## src/lrd_pkg.sv

```systemverilog
`default_nettype none

package lrd_pkg;

	////////////////////////////////////////////////////////////////////////////
	// sizes

	localparam int NUM_CHANNELS = 4;
	localparam int REG_AW       = 8;
	localparam int REG_DW       = 32;
	localparam int WINDOW_LEN   = 8;
	localparam int FIFO_ADDR_W  = 6;

	////////////////////////////////////////////////////////////////////////////
	// register map, byte addresses

	localparam logic [REG_AW-1:0] CTRL_OFFSET   = 8'h00;
	localparam logic [REG_AW-1:0] STATUS_OFFSET = 8'h04;

	localparam int CTRL_CODE_LSB    = 0;
	localparam int CTRL_SINGLE_BIT  = 2;
	localparam int CTRL_MUTE_BIT    = 3;
	localparam int CTRL_EDGE_BIT    = 4;
	localparam int CTRL_JA_EN_BIT   = 5;
	localparam int CTRL_JA_DEEP_BIT = 6;
	localparam int CTRL_JA_TX_BIT   = 7;
	localparam int CTRL_W           = 8;

	localparam logic [CTRL_W-1:0] CTRL_RESET = 8'h00;

	localparam int STATUS_LOS_LSB = 0;
	localparam int STATUS_OVF_LSB = 4;

	////////////////////////////////////////////////////////////////////////////
	// jitter attenuator depths, in symbols

	localparam logic [FIFO_ADDR_W:0] JA_DEPTH_SHALLOW = 7'h20;
	localparam logic [FIFO_ADDR_W:0] JA_DEPTH_DEEP    = 7'h40;
	localparam logic [FIFO_ADDR_W:0] BYPASS_THRESHOLD = 7'h01;

	////////////////////////////////////////////////////////////////////////////
	// types

	typedef enum logic [1:0] {
		LRD_AMI  = 2'b00,
		LRD_HDB3 = 2'b01,
		LRD_B8ZS = 2'b10
	} lrd_code_t;

	typedef enum logic {
		LRD_FILLING  = 1'b0,
		LRD_DRAINING = 1'b1
	} lrd_fill_t;

	// one received line symbol; bpv marks a pulse of the same polarity as the last
	typedef struct packed {
		logic pos;
		logic neg;
		logic bpv;
	} lrd_sym_t;

	typedef lrd_sym_t [WINDOW_LEN-1:0] lrd_win_t;

	// one symbol as it leaves the decoder toward the rail outputs
	typedef struct packed {
		logic data_p;
		logic data_n;
		logic cv;
	} lrd_word_t;

	localparam int WORD_W = $bits(lrd_word_t);

endpackage

`default_nettype wire

```

## src/lrd_fifo_mem.sv

```systemverilog
`timescale 1ns/10ps
`default_nettype none

module lrd_fifo_mem #(
	parameter int WIDTH  = 3,
	parameter int ADDR_W = 6
) (
	input  wire logic              clock_i,
	input  wire logic              wr_en_i,
	input  wire logic [ADDR_W-1:0] wr_addr_i,
	input  wire logic [WIDTH-1:0]  wr_data_i,
	input  wire logic              rd_en_i,
	input  wire logic [ADDR_W-1:0] rd_addr_i,
	output var  logic [WIDTH-1:0]  rd_data_o
);
	import lrd_pkg::*;

	logic [WIDTH-1:0] store [0:(1<<ADDR_W)-1];

	// no reset: contents are only read after being written
	always_ff @(posedge clock_i) begin
		if (wr_en_i) begin
			store[wr_addr_i] <= wr_data_i;
		end
		if (rd_en_i) begin
			rd_data_o <= store[rd_addr_i];
		end
	end

endmodule // lrd_fifo_mem

`default_nettype wire

```

## src/lrd_buffer2.sv

```systemverilog
`timescale 1ns/10ps
`default_nettype none

module lrd_buffer2 #(
	parameter int WIDTH = 3
) (
	input  wire logic             clock_i,
	input  wire logic             sys_rst_i,
	input  wire logic             in_valid_i,
	output var  logic             in_ready_o,
	input  wire logic [WIDTH-1:0] in_data_i,
	output var  logic             out_valid_o,
	input  wire logic             out_ready_i,
	output var  logic [WIDTH-1:0] out_data_o
);
	import lrd_pkg::*;

	logic [WIDTH-1:0] slot0;
	logic [WIDTH-1:0] slot1;
	logic [1:0]       fill;

	wire push = in_valid_i && in_ready_o;
	wire pop  = out_valid_o && out_ready_i;

	assign in_ready_o  = (fill != 2'h2);
	assign out_valid_o = (fill != 2'h0);
	assign out_data_o  = slot0;

	always_ff @(posedge clock_i) begin
		if (sys_rst_i) begin
			fill <= 2'h0;
		end else if (push && !pop) begin
			fill <= fill + 2'h1;
		end else if (pop && !push) begin
			fill <= fill - 2'h1;
		end
	end

	always_ff @(posedge clock_i) begin
		if (pop) begin
			slot0 <= (fill == 2'h2) ? slot1 : in_data_i;
			if (push && fill == 2'h2) begin
				slot1 <= in_data_i;
			end
		end else if (push) begin
			if (fill == 2'h0) begin
				slot0 <= in_data_i;
			end else begin
				slot1 <= in_data_i;
			end
		end
	end

endmodule // lrd_buffer2

`default_nettype wire

```

## src/lrd_decode_outputs.sv

```systemverilog
// Local design decisions: the register addresses and the strobed register port.
`timescale 1ns/10ps
`default_nettype none

module lrd_decode_outputs #(
	parameter int NCH     = lrd_pkg::NUM_CHANNELS,
	parameter int FIFO_AW = lrd_pkg::FIFO_ADDR_W
) (
	input  wire logic                       clock_i,
	input  wire logic                       sys_rst_i,
	input  wire logic [NCH-1:0]             rclk_i,
	input  wire logic [NCH-1:0]             rx_pos_i,
	input  wire logic [NCH-1:0]             rx_neg_i,
	input  wire logic [NCH-1:0]             los_detect_i,
	input  wire logic [lrd_pkg::REG_AW-1:0] reg_addr_i,
	input  wire logic [lrd_pkg::REG_DW-1:0] reg_wdata_i,
	input  wire logic                       reg_wr_i,
	input  wire logic                       reg_rd_i,
	output var  logic [lrd_pkg::REG_DW-1:0] reg_rdata_o,
	output var  logic [NCH-1:0]             recovered_clock_o,
	output var  logic [NCH-1:0]             positive_rail_out_o,
	output var  logic [NCH-1:0]             negative_rail_out_o,
	output var  logic [NCH-1:0]             loss_of_signal_flag_o
);
	import lrd_pkg::*;

	////////////////////////////////////////////////////////////////////////////
	// symbol helpers

	function automatic logic is_pulse(input lrd_sym_t s);
		return s.pos ^ s.neg;
	endfunction

	function automatic logic is_empty(input lrd_sym_t s);
		return !s.pos && !s.neg;
	endfunction

	// c[0] is the newest symbol; a matched substitution is cleared to zeros
	function automatic lrd_win_t restore(input lrd_win_t c, input lrd_code_t code, input logic en);
		lrd_win_t r;
		logic     hit_hdb3;
		logic     hit_b8zs;
		r        = c;
		hit_hdb3 = en && (code == LRD_HDB3)
			&& is_pulse(c[0]) && c[0].bpv
			&& is_empty(c[1]) && is_empty(c[2])
			&& (is_empty(c[3]) || (is_pulse(c[3]) && !c[3].bpv));
		hit_b8zs = en && (code == LRD_B8ZS)
			&& is_empty(c[7]) && is_empty(c[6]) && is_empty(c[5])
			&& is_pulse(c[4]) && c[4].bpv
			&& is_pulse(c[3]) && !c[3].bpv
			&& is_empty(c[2])
			&& is_pulse(c[1]) && c[1].bpv
			&& is_pulse(c[0]) && !c[0].bpv;
		if (hit_hdb3) begin
			r[3:0] = '0;
		end
		if (hit_b8zs) begin
			r[4:0] = '0;
		end
		return r;
	endfunction

	////////////////////////////////////////////////////////////////////////////
	// register port

	logic [CTRL_W-1:0] ctrl_q;
	logic [NCH-1:0]    ovf_sticky;
	logic [NCH-1:0]    ovf_evt;

	wire ctrl_hit   = (reg_addr_i == CTRL_OFFSET);
	wire status_hit = (reg_addr_i == STATUS_OFFSET);

	wire [NCH-1:0] ovf_clear = (reg_wr_i && status_hit) ? reg_wdata_i[STATUS_OVF_LSB +: NCH] : '0;

	wire [REG_DW-1:0] status_word = (REG_DW'(ovf_sticky) << STATUS_OVF_LSB)
		| (REG_DW'(loss_of_signal_flag_o) << STATUS_LOS_LSB);

	wire [REG_DW-1:0] read_mux = ctrl_hit   ? REG_DW'(ctrl_q) :
	                             status_hit ? status_word    : '0;

	always_ff @(posedge clock_i) begin
		if (sys_rst_i) begin
			ctrl_q <= CTRL_RESET;
		end else if (reg_wr_i && ctrl_hit) begin
			ctrl_q <= reg_wdata_i[CTRL_W-1:0];
		end
	end

	// an overflow in the same cycle as its clear stays set
	always_ff @(posedge clock_i) begin
		if (sys_rst_i) begin
			ovf_sticky <= '0;
		end else begin
			ovf_sticky <= ovf_evt | (ovf_sticky & ~ovf_clear);
		end
	end

	always_ff @(posedge clock_i) begin
		if (sys_rst_i) begin
			reg_rdata_o <= '0;
		end else begin
			reg_rdata_o <= reg_rd_i ? read_mux : '0;
		end
	end

	////////////////////////////////////////////////////////////////////////////
	// shared configuration

	wire lrd_code_t cfg_code  = lrd_code_t'(ctrl_q[CTRL_CODE_LSB +: 2]);
	wire            cfg_single = ctrl_q[CTRL_SINGLE_BIT];
	wire            cfg_mute   = ctrl_q[CTRL_MUTE_BIT];
	wire            cfg_edge   = ctrl_q[CTRL_EDGE_BIT];
	wire            cfg_ja_rx  = ctrl_q[CTRL_JA_EN_BIT] && !ctrl_q[CTRL_JA_TX_BIT];

	// with the attenuator in the transmit path the receive FIFO only passes words through
	wire [FIFO_AW:0] fifo_limit  = ctrl_q[CTRL_JA_DEEP_BIT] ? JA_DEPTH_DEEP : JA_DEPTH_SHALLOW;
	wire [FIFO_AW:0] fifo_thresh = cfg_ja_rx ? (fifo_limit >> 1) : BYPASS_THRESHOLD;

	////////////////////////////////////////////////////////////////////////////
	// channels

	for (genvar g = 0; g < NCH; g++) begin : g_ch

		logic rclk_s1;
		logic rclk_s2;
		logic rclk_s3;
		logic pos_s1;
		logic pos_s2;
		logic neg_s1;
		logic neg_s2;
		logic los_s1;
		logic los_s2;

		always_ff @(posedge clock_i) begin
			if (sys_rst_i) begin
				rclk_s1 <= 1'h0;
				rclk_s2 <= 1'h0;
				rclk_s3 <= 1'h0;
				pos_s1  <= 1'h0;
				pos_s2  <= 1'h0;
				neg_s1  <= 1'h0;
				neg_s2  <= 1'h0;
				los_s1  <= 1'h0;
				los_s2  <= 1'h0;
			end else begin
				rclk_s1 <= rclk_i[g];
				rclk_s2 <= rclk_s1;
				rclk_s3 <= rclk_s2;
				pos_s1  <= rx_pos_i[g];
				pos_s2  <= pos_s1;
				neg_s1  <= rx_neg_i[g];
				neg_s2  <= neg_s1;
				los_s1  <= los_detect_i[g];
				los_s2  <= los_s1;
			end
		end

		wire rise   = rclk_s2 && !rclk_s3;
		wire fall   = !rclk_s2 && rclk_s3;
		wire launch = cfg_edge ? rise : fall;

		////////////////////////////////////////////////////////////////////////
		// decoder

		lrd_win_t win;
		logic     last_pol;
		logic     seen_pulse;

		wire      new_pulse = pos_s2 ^ neg_s2;
		// both rails at once can never be legal, so it is a violation too
		wire      new_bpv   = (pos_s2 && neg_s2) || (new_pulse && seen_pulse && (pos_s2 == last_pol));
		wire lrd_sym_t new_sym = '{pos: pos_s2, neg: neg_s2, bpv: new_bpv};
		wire lrd_win_t cand    = {win[WINDOW_LEN-2:0], new_sym};
		wire lrd_win_t next_win = restore(cand, cfg_code, cfg_single);

		// the oldest symbol leaves the window; an unmatched violation becomes a code violation
		wire lrd_word_t emit = '{data_p: win[WINDOW_LEN-1].pos,
		                         data_n: win[WINDOW_LEN-1].neg,
		                         cv:     win[WINDOW_LEN-1].bpv};

		always_ff @(posedge clock_i) begin
			if (sys_rst_i) begin
				win        <= '0;
				last_pol   <= 1'h0;
				seen_pulse <= 1'h0;
			end else if (rise) begin
				win <= next_win;
				if (new_pulse) begin
					last_pol   <= pos_s2;
					seen_pulse <= 1'h1;
				end
			end
		end

		////////////////////////////////////////////////////////////////////////
		// elastic FIFO

		logic [FIFO_AW-1:0] wptr;
		logic [FIFO_AW-1:0] rptr;
		logic [FIFO_AW:0]   count;
		lrd_fill_t          fill_st;
		logic               rd_pend;
		logic [WORD_W-1:0]  mem_q;
		logic               buf_in_ready;
		logic               buf_out_valid;
		logic [WORD_W-1:0]  buf_out;

		wire fifo_full = (count >= fifo_limit);
		wire wr_ok     = rise && !fifo_full;
		wire rd_go     = (fill_st == LRD_DRAINING) && (count != '0) && buf_in_ready && !rd_pend;

		assign ovf_evt[g] = rise && fifo_full;

		always_ff @(posedge clock_i) begin
			if (sys_rst_i) begin
				wptr <= '0;
				rptr <= '0;
			end else begin
				if (wr_ok) begin
					wptr <= wptr + 1'h1;
				end
				if (rd_go) begin
					rptr <= rptr + 1'h1;
				end
			end
		end

		always_ff @(posedge clock_i) begin
			if (sys_rst_i) begin
				count <= '0;
			end else if (wr_ok && !rd_go) begin
				count <= count + 1'h1;
			end else if (rd_go && !wr_ok) begin
				count <= count - 1'h1;
			end
		end

		// with the attenuator in the receive path reading starts at half depth, so the launch side has slack both ways
		always_ff @(posedge clock_i) begin
			if (sys_rst_i) begin
				fill_st <= LRD_FILLING;
			end else begin
				unique case (fill_st)
					LRD_FILLING: begin
						if (count >= fifo_thresh) begin
							fill_st <= LRD_DRAINING;
						end
					end
					LRD_DRAINING: begin
						if (count == '0) begin
							fill_st <= LRD_FILLING;
						end
					end
				endcase
			end
		end

		always_ff @(posedge clock_i) begin
			if (sys_rst_i) begin
				rd_pend <= 1'h0;
			end else begin
				rd_pend <= rd_go;
			end
		end

		lrd_fifo_mem #(
			.WIDTH  (WORD_W),
			.ADDR_W (FIFO_AW)
		) u_mem (
			.clock_i   (clock_i),
			.wr_en_i   (wr_ok),
			.wr_addr_i (wptr),
			.wr_data_i (emit),
			.rd_en_i   (rd_go),
			.rd_addr_i (rptr),
			.rd_data_o (mem_q)
		);

		// a read is only issued while the buffer has room, so the word read is never lost
		lrd_buffer2 #(
			.WIDTH (WORD_W)
		) u_buf (
			.clock_i     (clock_i),
			.sys_rst_i   (sys_rst_i),
			.in_valid_i  (rd_pend),
			.in_ready_o  (buf_in_ready),
			.in_data_i   (mem_q),
			.out_valid_o (buf_out_valid),
			.out_ready_i (launch),
			.out_data_o  (buf_out)
		);

		////////////////////////////////////////////////////////////////////////
		// output stage

		wire lrd_word_t head   = buf_out_valid ? lrd_word_t'(buf_out) : '0;
		wire            muted  = cfg_mute && los_s2;
		wire            nrz    = head.data_p || head.data_n;
		wire            rail_p = cfg_single ? nrz : head.data_p;
		wire            rail_n = cfg_single ? head.cv : head.data_n;

		always_ff @(posedge clock_i) begin
			if (sys_rst_i) begin
				recovered_clock_o[g] <= 1'h0;
			end else begin
				recovered_clock_o[g] <= rclk_s2;
			end
		end

		// every launch loads a fresh word, so a violation lasts one recovered clock
		always_ff @(posedge clock_i) begin
			if (sys_rst_i) begin
				positive_rail_out_o[g]   <= 1'h0;
				negative_rail_out_o[g]   <= 1'h0;
				loss_of_signal_flag_o[g] <= 1'h0;
			end else if (launch) begin
				positive_rail_out_o[g]   <= rail_p && !muted;
				negative_rail_out_o[g]   <= rail_n && !muted;
				loss_of_signal_flag_o[g] <= los_s2;
			end
		end

	end

endmodule // lrd_decode_outputs

`default_nettype wire

```

## config.mk

```make
export PLATFORM = sky130hd
export DESIGN_NAME = lrd_decode_outputs
export DESIGN_NICKNAME = d
export VERILOG_FILES = /design/src/lrd_pkg.sv /design/src/lrd_fifo_mem.sv /design/src/lrd_buffer2.sv /design/src/lrd_decode_outputs.sv
export SDC_FILE = /design/constraint.sdc
export NUM_CORES = 2
export LEC_CHECK = 0
export BUFFER_PORTS_ARGS = -buffer_cell sky130_fd_sc_hd__buf_2
export CAP_MARGIN = 20
export CORE_MARGIN = 3
export CORE_UTILIZATION = 40
export CTS_BUF_LIST = sky130_fd_sc_hd__clkbuf_8
export DETAILED_ROUTE_END_ITERATION = 8
export MAX_ROUTING_LAYER = met4
export SLEW_MARGIN = 15
export SYNTH_ARGS = -nofsm -noshare
export SYNTH_HDL_FRONTEND = slang
export SYNTH_SLANG_ARGS = --single-unit
```

## constraint.sdc

```tcl
create_clock -name clock_i -period 3.61 [get_ports clock_i]
set_clock_uncertainty 0.15 [all_clocks]
set_input_delay 0.1805 -clock clock_i [delete_from_list [all_inputs] [get_ports clock_i]]
set_output_delay 0.1805 -clock clock_i [all_outputs]
set_load 0.005 [all_outputs]
```

======== Word level (Yosys, flattened, before mapping) ========
Memories as Yosys holds them, arrays and structs flattened. A register that Yosys moved wholly into a read port is not among the register bits.
Cells that the tools add are included.
storage, ports and cells
  register bits after elaboration ......... 312
  bits in latches ......................... 0
  memory bits (writable) .................. 768
  bits in read-only memories .............. 0
  input port bits ......................... 60
  output and inout port bits .............. 48
  word-level logic and storage cells ...... 703
  memories kept ........................... 4
cells by class
  add/subtract/negate cells ............... 24
  multiply operators ...................... 0
  div/mod/pow operators ................... 0
  order comparisons ....................... 8
  equal/unequal tests ..................... 23
  shift-type cells ........................ 0
  multiplexer cells ....................... 97
  bitwise operators ....................... 26
  reduce and logical (&&, ||, !) cells .... 333
memory list
  name                 depth  bits a word  rd ports  clocked after memory_dff  write ports  RTL line            source
  g_ch[0].u_mem.store  64     3            1         1                         1            lrd_fifo_mem.sv:18  logic [WIDTH-1:0] store [0:(1<<ADDR_W)-1];
  g_ch[1].u_mem.store  64     3            1         1                         1            lrd_fifo_mem.sv:18
  g_ch[2].u_mem.store  64     3            1         1                         1            lrd_fifo_mem.sv:18
  g_ch[3].u_mem.store  64     3            1         1                         1            lrd_fifo_mem.sv:18
operator list
  operator               count
  $logic_and A1 B1 Y1    181
  $mux W3                36
  $logic_not A1 Y1       93
  $mux W7                9
  $mux W15               4
  $add A6 B1 Y6 const B  8
  $mux W12               4
  $reduce_bool A2 Y1     20
  $add A7 B1 Y7 const B  4
  $ge A7 B6 Y1           4
  $ge A7 B7 Y1           4
  $logic_not A7 Y1       4
  $mux W1                28
  $reduce_bool A7 Y1     4
  $sub A7 B1 Y7 const B  4
  $mux W2                8
  $mux W8                2
  $ne A2 B2 Y1 const B   8
  $reduce_and A2 Y1      8
  $xor A1 B1 Y1          16
  $logic_or A1 B1 Y1     12
  $reduce_and A3 Y1      4
  $eq A2 B2 Y1 const B   5
  $add A2 B1 Y2 const B  4
  17 further kinds       37

======== Longest topological paths before layout ========
  depth in word-level cells ............... 15
  gate-level depth with buffers ........... 14

======== Hierarchy ========
A second synthesis with hierarchy kept.
second synthesis, totals
  cell total of the unflattened synthesis .. 3202
  area total of the unflattened synthesis .. 45100.8 µm²
modules (own cells, without submodules)
  module                            times used  cells an instance  area an instance (µm²)  sequential area each (µm²)
  lrd_fifo_mem (g_ch[1].u_mem ...)  3           423                7893.8                  5855.6
  lrd_decode_outputs                1           1382               11916.4                 5124.9
  lrd_fifo_mem (g_ch[0].u_mem)      1           423                7881.3                  5855.6
  lrd_buffer2                       4           32                 405.4                   220.2

======== Worst setup path before layout ========
No wires, ideal clock.
  path kind ............................... register to register
  start ................................... reg ctrl_q[6]
  end ..................................... reg g_ch[0].count[6]
  arrival time ............................ 3287 ps
  setup slack ............................. 52 ps
  stages on the path, launching flop included .. 15
  buffers on the path ..................... 1
  clock period less this slack ............ 3558 ps
  cells stage by stage .................... dfxtp_1 > inv_1 > ha_1 > inv_1 > o31ai_1 > a211oi_1 > buf_2 > ha_1 > inv_1 > ha_1 > nor2b_1 > o21a_1 > o21a_1 > o211ai_1 > mux2_2
on the way
  cells in the longest elaborated chain, start to end .. 7
ends and longest elaborated chain
  what                                 RTL line                   source
  start, declared                      lrd_decode_outputs.sv:67   logic [CTRL_W-1:0] ctrl_q;
  start signal, assigned               lrd_decode_outputs.sv:86   ctrl_q <= reg_wdata_i[CTRL_W-1:0];
  $mux W7 *                            lrd_decode_outputs.sv:117  wire [FIFO_AW:0] fifo_limit = ctrl_q[CTRL_JA_DEEP_BIT] ? JA_DEPTH_DEEP : JA_DEPTH_SHALLOW;
  $ge A7 B7 Y1 *                       lrd_decode_outputs.sv:209  wire fifo_full = (count >= fifo_limit);
  $logic_not A1 Y1 *                   lrd_decode_outputs.sv:210  wire wr_ok = rise && !fifo_full;
  $logic_and A1 B1 Y1 *                lrd_decode_outputs.sv:210
  net g_ch[0].u_mem.wr_en_i            lrd_fifo_mem.sv:9          input wire logic wr_en_i,
  $logic_not A1 Y1                     lrd_decode_outputs.sv:234  end else if (rd_go && !wr_ok) begin
  $logic_and A1 B1 Y1                  lrd_decode_outputs.sv:234
  $reduce_bool A2 Y1 (no source line)  n/a
  end signal, assigned                 lrd_decode_outputs.sv:233  count <= count + 1'h1;
  end signal, assigned                 lrd_decode_outputs.sv:235  count <= count - 1'h1;
  end, declared                        lrd_decode_outputs.sv:201  logic [FIFO_AW:0] count;
The timed path passes the listed nets; every way through them passes the cells marked *.
A chain may end at the register's enable or synchronous reset.

======== Worst setup path in the final report ========
  start ................................... in reg_addr_i[6] (netlist name)
  end ..................................... reg ctrl_q[7]
on the way
  cells in the longest elaborated chain, start to end .. 2
ends and longest elaborated chain
  what                 RTL line                  source
  start, declared      lrd_decode_outputs.sv:15  input wire logic [lrd_pkg::REG_AW-1:0] reg_addr_i,
  $logic_not A8 Y1     lrd_decode_outputs.sv:71  wire ctrl_hit = (reg_addr_i == CTRL_OFFSET);
  $logic_and A1 B1 Y1  lrd_decode_outputs.sv:85  end else if (reg_wr_i && ctrl_hit) begin
Every way passes these cells.

==> key figures <==
Outcome
  – Status: finished, final reports clean

Detailed routing
  – Post-Route WL: 97700 µm
  – DRT iter0 DRCs: 1921
  – DRT Pass-1 Iters: 8
  – Number of vias per cell: 5.25
  – Via count: 25600
  – Detail Route Antenna Nets: 0
  – DRC viols: 0
  – Avg WL per Cell: 20.0 µm

Timing
  – Final setup viols: 0
  – Pins over their slew limit: 0
  – Fmax: 0.286 GHz
  – Slew headroom: 31.1%
  – Setup slack after layout: 0.114 ns
  – RSZ-0062 raised after global routing: true
  – Fin Setup TNS: 0 ns
  – Min Tclk post-route: 3.50 ns
  – Slew @ Worst Pin: 1.03 ns
  – Final Hold Viols: 0
  – Final period util: 96.8%

CTS
  – Root Driver: clkbuf_8
  – Clk slew on worst S/H paths: 0.06 ns
  – Clock buffer depth: 3
  – CTS Sinks: 1068
  – Clk Latency, worst-skew pair: 0.84 ns
  – H-tree depth: 4
  – Setup Buffers After CTS: 0
  – Num CTS Buffers: 173
  – CTS tree: built

Worst setup path
  – CP Max Fanout: 10
  – CP Launch Type: input pin
  – Worst R2R Setup Slack: 0.22 ns
  – CP Class: input pin to flip-flop
  – Worst endpoint required time: 4.23 ns
  – Arr. time, crit path: 4.12 ns
  – CP Capture Type: flip-flop

Synth
  – Yosys cell types: 74
  – Synth top area share: 54.4%
  – Syn avg cell area: 14.5 µm²
  – Synth top area cells: edfxtp_1 (54%), dfxtp_1 (12%), mux4_2 (9.2%), nor2_1 (3.7%), ha_1 (1.9%)
  – Mapped Cells: 3061
  – FF+latch count, synth: 1068
  – Top_reg_cell synth: edfxtp_1
  – Post-synth EDFFs: 804
  – Synth area leader: edfxtp_1
  – Synth Cell Area: 0.0443 mm²
  – Warnings from Yosys: 0
  – Sequential area share after synthesis: 66.4%
  – Post-synth ARST share: 0%

GRT
  – Vias in the first global route: 25800
  – First-pass GRT wire length: 153000 µm
  – Total global-route track usage: 17.5%
  – Largest net degree at the start of global routing: 133
  – Antenna violations before repair: 4
  – Total grt overflow: 0

Power
  – Pleak: 16.9 nW
  – Power density over the cells: 577 mW/mm²
  – Maximum vdd drop: 0.343 mV

Cells and area
  – Fillcell total: 9715
  – Fin area: 0.0505 mm²
  – Area added between synthesis and finish: 13.9%
  – Nets@finish: 3386
  – Layout Utilization: 46.1%
  – Layout cells sized above 1: 19.4%

Die
  – Core ar.: 0.109 mm²
  – Die width: 339 µm
  – Ports: 108
  – Initial core utilization: 40.5%
  – Die Y: 339 µm
  – Cell row count: 121
  – Full die area: 0.115 mm²

Placement
  – Port bufs: 59
  – Post-DP Area: 0.0463 mm²
  – Pre-CTS setup slack: -0.000370 ns
  – Dpl hpwl: 61600 µm
  – Placer Congestion: 0.815

Flow run
  – Max Cap Violations: 0

Worst hold path
  – HP Class: input pin to flip-flop
-- where the power goes --
part	total, mW	leakage [nW]	switching (mW)	internal (mW)
Clock	9.81	1.93	4.81	5.00
Sequential	14.1	9.60	0.576	13.5
Combinational	5.21	5.39	2.52	2.69
Total	29.1	16.9	7.91	21.2
-- per-stage QoR --
step                      power (mW)  instances  hold WS [ns]
after floorplan                 18.2       3084         0.159
after global placement          19.5       4465         0.251
after detailed placement        19.5       4468         0.250
after CTS                       29.4       4875        0.0240
after global routing            30.6       4877         0.125
final                           29.1       4877         0.125
-- what timing repair did --
item / 4_1_cts / 5_1_grt
endpoints found under the setup margin: 1 / 6
pin swaps: 0 / 1
resized for setup: 1 / 8
hold endpoints to repair: 152 / 0
hold buffers: 87 / 0
-- routing by layer --
layer  vias to the layer above  global-route usage, %  wire, µm
met5                         -                      -         0
met4                         0                   5.02      1850
met3                       137                   3.58      5800
met2                       648                   25.9     44800
met1                     12800                   24.5     45300
li1                      12000                      -         -
-- logic make-up after synthesis --
family          after synthesis  synth area share, %
mux                         276                 11.4
simple gates                909                 10.0
flops                      1068                 66.4
buf+inv                     280                 2.86
fa+ha+maj                    72                 2.10
compound gates              396                 6.09
xor+xnor                     59                 1.17
other cells                   1              0.00846
-- state kept, by name, summed over array words and instances, names as in the netlist, 8 cells and up --
signal / flops
g_ch.u_mem.store: 768
g_ch.u_buf.fill: 8
g_ch.count: 28
g_ch.u_buf.out_data_o: 12
g_ch.cand: 84
g_ch.u_mem.rd_data_o: 12
g_ch.rptr: 24
g_ch.emit: 12
reg_rdata_o: 8
g_ch.u_buf.slot1: 12
ctrl_q: 8
g_ch.wptr: 24
-- worst max-delay path, stage by stage --
cell	delay, ns
dlygate4sd3_1	0.54
buf_2	0.12
or4_1	0.44
dlygate4sd3_1	0.60
nor3_2	0.53
buf_4	0.31
nand3_1	0.10
dlygate4sd3_1	0.58
a21oi_1	0.13
dlygate4sd3_1	0.58
-- cells in the final DEF (no fill, tap or decap), types with 12 or more instances in the layout --
cell	n
and3_1	13
a21o_1	16
mux2_2	26
buf_4	71
a211o_1	16
a32oi_1	35
or2_2	20
nor2_1	433
inv_1	112
a21oi_1	118
a31oi_1	13
xor2_1	37
dfxtp_1	244
clkinv_2	24
nand4_1	18
clkinv_1	28
nand2b_1	19
conb_1	24
nand3b_1	21
mux4_2	181
nor2b_1	67
ha_1	66
nand2_1	159
dlygate4sd3_1	87
nand3_1	33
a22oi_1	38
o21ai_0	25
clkbuf_8	185
mux2i_1	69
xnor2_1	22
nor3b_1	12
buf_2	58
or3_1	15
a211oi_1	13
nor3_1	15
o22ai_1	31
edfxtp_1	804
-- Yosys cell counts, types with 26 or more instances --
master	count
nor2_1	433
nand2_1	159
inv_1	47
nand3_1	33
mux4_2	181
nor2b_1	68
clkbuf_1	127
buf_1	29
ha_1	68
edfxtp_1	804
mux2i_1	69
xor2_1	37
dfxtp_1	264
a22oi_1	38
a32oi_1	35
buf_2	34
buf_4	40
o22ai_1	31
mux2_2	26
a21oi_1	120
-- area by class of cell --
cell class                 instances  area, µm²  area share, %
antenna                            2       5.00        0.00991
clock buffer                     185       2550           5.04
clock inverter                   135        718           1.42
inverter                          47        176          0.349
multi-input combinational       1736      13800           27.3
sequential                      1068      29500           58.4
tap                             1476       1850           3.66
timing repair buffer             228       1930           3.82
-- path summary, 6_finish.rpt --
check / to / from / depth (start not counted)
setup reg to reg: g_ch[3].count[6]$_SDFFE_PP0P_ / g_ch[3].count[1]$_SDFFE_PP0P_ / 10
setup / recovery: ctrl_q[7]$_SDFFE_PP0P_ / reg_addr_i[6] / 10
hold reg to reg: g_ch[0].neg_s2$_SDFF_PP0_ / g_ch[0].neg_s1$_SDFF_PP0_ / 1
hold / removal: ovf_sticky[0]$_SDFF_PP0_ / reg_wdata_i[4] / 5
No activity file was read; power rests on OpenSTA's default activity.
